`config.mk`:
```
export PLATFORM = sky130hd
export DESIGN_NAME = branch_condition_unit
export DESIGN_NICKNAME = d
export VERILOG_FILES = /design/src/rtl/branch_unit_pkg.sv /design/src/rtl/branch_cond_eval.sv /design/src/rtl/branch_condition_unit.sv
export VERILOG_INCLUDE_DIRS = /design/src /design/src/rtl
export SDC_FILE = /design/constraint.sdc
export NUM_CORES = 1
export LEC_CHECK = 0
export ABC_AREA = 1
export BUFFER_PORTS_ARGS = -buffer_cell sky130_fd_sc_hd__buf_4
export CAP_MARGIN = 20
export CORE_MARGIN = 5
export CORE_UTILIZATION = 50
export CTS_CLUSTER_DIAMETER = 80
export DETAILED_ROUTE_END_ITERATION = 7
export PLACE_DENSITY = 0.76
export SYNTH_ARGS = -nofsm -noshare
export SYNTH_HDL_FRONTEND = slang
export SYNTH_HIERARCHICAL = 1
export SYNTH_SLANG_ARGS = --single-unit
```
`constraint.sdc`:
```
create_clock -name clk -period 2.6 [get_ports clk]
set_input_delay 0.39 -clock clk [delete_from_list [all_inputs] [get_ports clk]]
set_output_delay 0.39 -clock clk [all_outputs]
set_load 0.02 [all_outputs]
```
`src/rtl/branch_unit_consts.svh`:
```
// Functional notes
// - Displacement is sign-extended offset times two.
// - Displacement adds to instruction address plus two.
// - Unconditional branch always loads the target.
// - Nonzero branch taken when zero flag clear.
// - Zero branch taken when zero flag set.
// - Plus branch taken when negative flag clear.
// - Minus branch taken when negative flag set.
// - Overflow-clear branch taken when overflow clear.
// - Overflow-set branch taken when overflow set.
// - Carry-clear branch taken when carry clear.
// - Carry-set branch taken when carry set.
// - Signed greater-or-equal taken when negative equals overflow.
// - Signed less-than taken when negative xor overflow.
// - Signed greater-than as greater-or-equal, not on zero.
// - Signed less-or-equal is less-than or zero set.
// - Unsigned higher taken when carry and zero clear.
// - Unsigned lower-or-same taken when carry or zero.
// - Unsigned higher-or-same equals carry-clear opcode.
// - Unsigned lower equals carry-set opcode.
// - Signed tests order words as two's complement.
// - Unsigned tests order words as plain unsigned.
`ifndef BRANCH_UNIT_CONSTS_SVH
`define BRANCH_UNIT_CONSTS_SVH

// Instruction word fields.
`define BCU_OPC_HI 15
`define BCU_OPC_LO 8
`define BCU_OFF_HI 7
`define BCU_OFF_LO 0
`define BCU_OFF_SIGN 7

// Opcode byte of each branch.
`define BCU_OPC_ALWAYS 8'h01
`define BCU_OPC_NONZERO 8'h02
`define BCU_OPC_ZERO 8'h03
`define BCU_OPC_SIGNED_GE 8'h04
`define BCU_OPC_SIGNED_LT 8'h05
`define BCU_OPC_SIGNED_GT 8'h06
`define BCU_OPC_SIGNED_LE 8'h07
`define BCU_OPC_PLUS 8'h80
`define BCU_OPC_MINUS 8'h81
`define BCU_OPC_UNS_HIGHER 8'h82
`define BCU_OPC_UNS_LOWER_SAME 8'h83
`define BCU_OPC_OVF_CLEAR 8'h84
`define BCU_OPC_OVF_SET 8'h85
`define BCU_OPC_CARRY_CLEAR 8'h86
`define BCU_OPC_CARRY_SET 8'h87
`define BCU_OPC_UNS_HIGHER_SAME `BCU_OPC_CARRY_CLEAR
`define BCU_OPC_UNS_LOWER `BCU_OPC_CARRY_SET

// Step from an instruction to the next word, in bytes.
`define BCU_WORD_STEP 16'h0002

// Reset values of the result stage.
`define BCU_RST_PC 16'h0000
`define BCU_RST_FLAGS 4'h0

// Flag positions in the packed flag vector.
`define BCU_FLAG_N 3
`define BCU_FLAG_Z 2
`define BCU_FLAG_V 1
`define BCU_FLAG_C 0

`endif

```
`src/rtl/branch_unit_pkg.sv`:
```
package branch_unit_pkg;

  // Branch classes recognised by the decoder.
  typedef enum logic [3:0] {
    KIND_NONE,
    KIND_ALWAYS,
    KIND_NONZERO,
    KIND_ZERO,
    KIND_PLUS,
    KIND_MINUS,
    KIND_OVF_CLEAR,
    KIND_OVF_SET,
    KIND_CARRY_CLEAR,
    KIND_CARRY_SET,
    KIND_SIGNED_GE,
    KIND_SIGNED_LT,
    KIND_SIGNED_GT,
    KIND_SIGNED_LE,
    KIND_UNS_HIGHER,
    KIND_UNS_LOWER_SAME
  } branch_kind_t;

  // Condition flags as seen by the branch tests.
  typedef struct packed {
    logic n;
    logic z;
    logic v;
    logic c;
  } cond_flags_t;

endpackage : branch_unit_pkg

```
`src/rtl/branch_cond_eval.sv`:
```
`timescale 1ns/100ps
module branch_cond_eval
  import branch_unit_pkg::*;
(
  input wire branch_kind_t kind, // Decoded branch class.
  input wire cond_flags_t flags, // Current condition flags.
  output logic cond_met // High when the branch is to be taken.
);

  logic n_xor_v;

  // Signed tests read N xor V, which gives two's complement order even after overflow.
  assign n_xor_v = flags.n ^ flags.v;

  // Condition test per branch class.
  always_comb
  begin
    unique case (kind)
      KIND_NONE: cond_met = 1'b0;
      KIND_ALWAYS: cond_met = 1'b1;
      KIND_NONZERO: cond_met = ~flags.z;
      KIND_ZERO: cond_met = flags.z;
      KIND_PLUS: cond_met = ~flags.n;
      KIND_MINUS: cond_met = flags.n;
      KIND_OVF_CLEAR: cond_met = ~flags.v;
      KIND_OVF_SET: cond_met = flags.v;
      KIND_CARRY_CLEAR: cond_met = ~flags.c;
      KIND_CARRY_SET: cond_met = flags.c;
      KIND_SIGNED_GE: cond_met = ~n_xor_v;
      KIND_SIGNED_LT: cond_met = n_xor_v;
      KIND_SIGNED_GT: cond_met = ~(flags.z | n_xor_v);
      KIND_SIGNED_LE: cond_met = flags.z | n_xor_v;
      KIND_UNS_HIGHER: cond_met = ~(flags.c | flags.z);
      KIND_UNS_LOWER_SAME: cond_met = flags.c | flags.z;
    endcase
  end

endmodule : branch_cond_eval

```
`src/rtl/branch_condition_unit.sv`:
```
`timescale 1ns/100ps
`include "branch_unit_consts.svh"
module branch_condition_unit
  import branch_unit_pkg::*;
#(
  parameter int ADDR_W = 16 // Width of the program counter in bits.
)
(
  input wire logic clk, // Processor clock.
  input wire logic sys_rst, // Synchronous reset, active high.
  input wire logic dec_valid, // Decode stage presents an instruction.
  input wire logic [15:0] dec_word, // Instruction word.
  input wire logic [ADDR_W-1:0] dec_addr, // Byte address of the instruction.
  input wire logic flag_n, // Negative flag.
  input wire logic flag_z, // Zero flag.
  input wire logic flag_v, // Overflow flag.
  input wire logic flag_c, // Carry flag.
  output logic res_valid, // Result stage holds a decoded instruction.
  output logic res_is_branch, // The instruction is a branch.
  output logic res_taken, // The branch condition held.
  output logic res_load_pc, // Program counter must load res_next_pc.
  output logic [ADDR_W-1:0] res_next_pc, // Address of the next instruction.
  output logic [ADDR_W-1:0] res_target, // Computed branch target.
  output logic [3:0] res_flags, // Condition flags after the instruction.
  output branch_kind_t res_kind // Decoded branch class.
);

  // Widths below sixteen bits cannot hold the address space that the signed and unsigned tests
  // are built around, so they are refused while the design is elaborated.
  if (ADDR_W < 16)
  begin : g_addr_w_check
    $error("branch_condition_unit: ADDR_W must be at least 16");
  end

  // Whole state of the result stage.
  typedef struct packed {
    logic valid;
    logic is_branch;
    logic taken;
    logic load_pc;
    logic [ADDR_W-1:0] next_pc;
    logic [ADDR_W-1:0] target;
    logic [3:0] flags;
    branch_kind_t kind;
  } unit_state_t;

  // Maps the opcode byte to a branch class; higher-or-same and lower share carry codes.
  function automatic branch_kind_t decode_kind(input logic [7:0] opc);
    branch_kind_t k;
    k = KIND_NONE;
    unique case (opc)
      `BCU_OPC_ALWAYS: k = KIND_ALWAYS;
      `BCU_OPC_NONZERO: k = KIND_NONZERO;
      `BCU_OPC_ZERO: k = KIND_ZERO;
      `BCU_OPC_SIGNED_GE: k = KIND_SIGNED_GE;
      `BCU_OPC_SIGNED_LT: k = KIND_SIGNED_LT;
      `BCU_OPC_SIGNED_GT: k = KIND_SIGNED_GT;
      `BCU_OPC_SIGNED_LE: k = KIND_SIGNED_LE;
      `BCU_OPC_PLUS: k = KIND_PLUS;
      `BCU_OPC_MINUS: k = KIND_MINUS;
      `BCU_OPC_UNS_HIGHER: k = KIND_UNS_HIGHER;
      `BCU_OPC_UNS_LOWER_SAME: k = KIND_UNS_LOWER_SAME;
      `BCU_OPC_OVF_CLEAR: k = KIND_OVF_CLEAR;
      `BCU_OPC_OVF_SET: k = KIND_OVF_SET;
      `BCU_OPC_UNS_HIGHER_SAME: k = KIND_CARRY_CLEAR;
      `BCU_OPC_UNS_LOWER: k = KIND_CARRY_SET;
      default: k = KIND_NONE;
    endcase
    return k;
  endfunction : decode_kind

  // Turns the 8-bit word offset into a byte displacement of full width. Bit 7 is copied into every
  // upper bit, and the zero appended at the bottom doubles the value, because the offset counts
  // words while the program counter counts bytes.
  function automatic logic [ADDR_W-1:0] word_displacement(input logic [7:0] off);
    logic [ADDR_W-1:0] d;
    d = {{(ADDR_W-9){off[`BCU_OFF_SIGN]}}, off, 1'b0};
    return d;
  endfunction : word_displacement

  // Opcode byte of every branch code; the unsigned higher-or-same and lower forms are the carry codes.
  localparam int BRANCH_CODES = 15;
  localparam logic [7:0] BRANCH_OPC [BRANCH_CODES] = '{
    `BCU_OPC_ALWAYS,
    `BCU_OPC_NONZERO,
    `BCU_OPC_ZERO,
    `BCU_OPC_SIGNED_GE,
    `BCU_OPC_SIGNED_LT,
    `BCU_OPC_SIGNED_GT,
    `BCU_OPC_SIGNED_LE,
    `BCU_OPC_PLUS,
    `BCU_OPC_MINUS,
    `BCU_OPC_UNS_HIGHER,
    `BCU_OPC_UNS_LOWER_SAME,
    `BCU_OPC_OVF_CLEAR,
    `BCU_OPC_OVF_SET,
    `BCU_OPC_CARRY_CLEAR,
    `BCU_OPC_CARRY_SET
  };

  unit_state_t state_reg;
  unit_state_t state_next;
  branch_kind_t dec_kind;
  cond_flags_t cur_flags;
  logic cond_met;
  logic [7:0] dec_opc;
  logic [7:0] dec_off;
  logic [ADDR_W-1:0] updated_pc;
  logic [ADDR_W-1:0] displacement;
  logic [ADDR_W-1:0] target_pc;
  logic [BRANCH_CODES-1:0] opc_hit;
  logic dec_is_branch;

  // Field split of the instruction word.
  assign dec_opc = dec_word[`BCU_OPC_HI:`BCU_OPC_LO];
  assign dec_off = dec_word[`BCU_OFF_HI:`BCU_OFF_LO];
  assign dec_kind = decode_kind(dec_opc);
  assign cur_flags = '{n: flag_n, z: flag_z, v: flag_v, c: flag_c};

  // One comparator per branch code; a word with no hit passes as a plain instruction.
  for (genvar i = 0; i < BRANCH_CODES; i++)
  begin : g_opc_hit
    assign opc_hit[i] = (dec_opc == BRANCH_OPC[i]);
  end
  assign dec_is_branch = |opc_hit;

  // Updated PC points at the word after the branch; the target is built from it.
  assign updated_pc = dec_addr + ADDR_W'(`BCU_WORD_STEP);
  assign displacement = word_displacement(dec_off);
  assign target_pc = updated_pc + displacement;

  // Condition test for the decoded class.
  branch_cond_eval u_cond
  (
    .kind(dec_kind),
    .flags(cur_flags),
    .cond_met(cond_met)
  );

  // Next state of the result stage.
  always_comb
  begin
    state_next = state_reg;
    state_next.valid = dec_valid;
    if (dec_valid)
    begin
      state_next.kind = dec_kind;
      state_next.is_branch = dec_is_branch;
      state_next.target = target_pc;
      state_next.taken = cond_met;
      state_next.load_pc = cond_met;
      // A failed test behaves as a no-operation and falls through.
      state_next.next_pc = cond_met ? target_pc : updated_pc;
      // Flags leave the unit exactly as they came in.
      state_next.flags = {flag_n, flag_z, flag_v, flag_c};
    end
    else
    begin
      state_next.taken = 1'b0;
      state_next.load_pc = 1'b0;
    end
  end

  // Result stage register.
  always_ff @(posedge clk)
  begin
    if (sys_rst)
    begin
      state_reg <= '{valid: 1'b0, is_branch: 1'b0, taken: 1'b0, load_pc: 1'b0,
                     next_pc: ADDR_W'(`BCU_RST_PC), target: ADDR_W'(`BCU_RST_PC),
                     flags: `BCU_RST_FLAGS, kind: KIND_NONE};
    end
    else
    begin
      state_reg <= state_next;
    end
  end

  // Outputs straight from the result register.
  assign res_valid = state_reg.valid;
  assign res_is_branch = state_reg.is_branch;
  assign res_taken = state_reg.taken;
  assign res_load_pc = state_reg.load_pc;
  assign res_next_pc = state_reg.next_pc;
  assign res_target = state_reg.target;
  assign res_flags = state_reg.flags;
  assign res_kind = state_reg.kind;

endmodule : branch_condition_unit

```
==> results.yml <==
setup_path:
  timing.rr.end: "res_target[8]"
  crit_family: "simple AND/OR/NAND/NOR gates"
  cp.required_ns: 2.78
  crit_type: "in -> reg"
  end_kind: "flip-flop"
  reg2reg_from: "res_target[8]"
  r2r_slack_ns: 1.93
  cp-start-kind: "input port"
  crit_arrival_ns: 2.57
  rr_worst_depth: 4
  crit_top_cell: "nand2_1"
  crit_fanout: 5
  crit_buf_inv: 3
  cp_slowest_cell: "ha_1"
  path_cells: "buf_4 -> ha_1 -> nand3_2 -> nor2_4 -> buf_4 -> xor2_1 -> ha_1 -> a21o_1 -> nor2_1 -> o21ai_0 -> nand2_1 -> nand2_1 -> nand2_1 -> nand3_1 -> o211ai_1 -> inv_1"
  max_stage_delay_ns: 0.33
final_layout:
  multiInputGateArea_um2: 1916
  utilization: 0.6890
  antennaDiodeCount: 0
  layout.cells.non_filler: 680
  nets: 660
  fill_cells: 550
  syn2layout_area_growth_pct: 32.38
  drive_gt1_frac: 0.2347
  regArea_um2: 840.8
placement:
  globalplace.congestion: 0.9020
  post-dp-hpwl_um: 7404
  portBuffers: 82
  dp.cells: 672
sta:
  final_max_slew_viol_count: 0
  max_slew_margin: 0.5661
  setup_viol: 0
  period_minus_slack_ns: 2.391
  fin_worst_skew_ns: 0
  clock.fmax_ghz: 0.4183
  final_hold_viol_count: 0
  tightestPinTransition_ns: 0.6502
  timing.final.crit_share: 0.9196
  rsz0062_at_grt: "false"
clock_tree:
  clockBufferDepth: 2
  ctsHoldBuffers: 0
  h-tree-depth: 2
  cts-root-buf: "clkbuf_8"
  tritoncts: "yes"
  numCtsBuffers: 5
  path_clk_slew_ns: 0.08
  clock-sinks: 42
  insertion_delay_ns: 0.29
detailed_routing:
  ant_nets: 0
  drtIter0Drc: 177
  routed_wl_um: 9331
  wl_per_cell_um: 13.72
  first_pass_iters: 5
  vias_per_cell: 5.187
  num_vias: 3527
  drc: 0
floorplanning:
  ios: 83
  dieArea_um2: 7916
  floorplan.initialDensity: 0.5205
  rows: 28
  core_um2: 5991
  die-height_um: 88.97
  fp.dieW_um: 88.97
global_route:
  grt.busiest_layer: "met2"
  grtUsageMet1: 0.2963
  overflow: 0
  use_met3: 0.03687
  antenna_found_initial: 0
  use_met2: 0.4494
  first_global_vias: 3352
  grt_use_total: 0.2416
  grt_pass1_wl_um: 15210
  grt_max_degree: 47
yosys:
  synthTopCellsByArea: "dfxtp_1, nand2_1, inv_1"
  ys_seq_elements: 42
  synth_edf_count: 0
  synth_nets: 555
  ys_seq_area_frac: 0.2697
  syn-instance-count: 500
  synthArstFlopShare: 0
  synth_top_cell_area_share: 0.2697
  syn_avg_cell_area_um2: 6.236
  ys_types: 39
  yosysWarnings: 6
  synth_top_area_cell: "dfxtp_1"
  synth_flop_cell: "dfxtp_1"
  synth_area_um2: 3118
hold_path:
  whs_path_depth: 3
  min-delay-path-class: "in -> reg"
  hold_path.startpoint: "dec_addr[0]"
  hold_end: "res_next_pc[0]"
power_and_ir_drop:
  power.internal_uw: 1280
  power.density_nw_per_um2: 462.0
  clockPowerShare: 0.275
  power_frac_comb: 0.348
  peakVddDrop_mv: 0.3482
  p_seq_frac: 0.377
  p_switching_uw: 627.1
  netSwitchingFraction: 0.3288
  p_leak_uw: 0.002225
flow_run:
  drv_cap: 0
outcome:
  status: "completed"
[worst register-to-register path: cells and delay by family, from the launching register on]
kind,cells,cell delay [ns]
flops,1,0.35
simple gates,2,0.13
compound gates,1,0.08
buf+inv,1,0.07
[flip-flops by register name, summed over array words and instances (netlist names)]
| register | flops |
|---|---|
| res_flags | 4 |
| res_is_branch | 1 |
| res_kind | 4 |
| res_load_pc | 1 |
| res_next_pc | 16 |
| res_target | 15 |
| res_valid | 1 |
[synth_stat cells, types with 2 or more instances]
cell type and instances:
a21o_1 2, a21oi_1 28, a31oi_1 7, buf_2 3
buf_4 3, clkbuf_1 9, dfxtp_1 42, ha_1 15
inv_1 74, inv_2 3, nand2_1 121, nand2_2 3
nand3_1 45, nand3_2 2, nand4_1 8, nor2_1 59
nor2_2 2, nor4_1 2, o211ai_1 11, o21ai_0 30
o21bai_1 3, xnor2_1 5, xor2_1 7
[cell usage in the layout, fill, tap and decap left out, types with 8 or more instances in the layout]
master      n
o21ai_0    30
a21oi_1    28
nor2_1     58
nand3_1    44
o211ai_1   11
nand4_1     8
ha_1       15
nand2_1   120
buf_4     114
inv_1      74
dfxtp_1    42
[through the flow]
step                      power (µW)  hold slack, ns  setup slack, ns  TNS, ns  instance area [µm²]
after floorplan                 1109          0.5249           0.2684        0                 3118
after global placement          1378          0.4590          -0.1401  -0.4073                 3984
after detailed placement        1389          0.4600          -0.1326  -0.4190                 3984
after CTS                       1915          0.3223           0.1614        0                 4096
after global routing            2027          0.3367        0.0006577        0                 4128
final                           1907          0.3251           0.2091        0                 4128
[kinds of logic after synthesis]
| group | Yosys count | share of synthesized area |
|---|---|---|
| adder cells (fa/ha/maj) | 16 | 0.06661 |
| AND/OR/NAND/NOR | 249 | 0.3455 |
| AO/OA/AOI/OAI | 87 | 0.1609 |
| XOR/XNOR | 12 | 0.03371 |
| buffers and inverters | 94 | 0.1236 |
| flip-flops | 42 | 0.2697 |
[power groups by stage]
stage          Clock [µW]  Sequential (µW)  Combinational (µW)
2_1_floorplan           0              790                 320
3_3_place_gp            0              732                 647
3_5_place_dp            0              733                 657
4_1_cts               537              718                 660
5_1_grt               570              725                 732
6_report              525              719                 664
[layout make-up]
cell class                      instances  area share
Clock buffer                            6     0.02001
Multi-Input combinational cell        364      0.4641
Clock inverter                          1    0.007275
Tap cell                               75     0.02273
Timing Repair Buffer                  115      0.2122
Sequential cell                        42      0.2037
Inverter                               77     0.07002
[what timing repair did]
item / in CTS / in global routing
setup endpoints to repair: 0 / 5
resized for setup: 0 / 5
endpoints found under the hold margin: 0 / 0
setup buffers: 0 / 1
[per-layer routing]
metal	wire, µm	vias up
met1	3955	1580
met4	91	0
met5	0	-
met2	4683	106
met3	600	13
li1	-	1828
[worst max path at each step]
stage | startpoint | endpoint | slack, ns | cells past startpoint
finish | dec_addr[1] | res_target[12] | 0.21 | 16
detailed placement | dec_addr[1] | res_next_pc[15] | -0.13 | 17
CTS | dec_addr[1] | res_next_pc[15] | 0.16 | 18
global route | dec_addr[1] | res_next_pc[15] | 0.0007 | 18
global placement | dec_addr[1] | res_next_pc[11] | -0.14 | 17
floorplan | dec_word[13] | res_next_pc[3] | 0.27 | 20
(Power assumes the default switching activity.)
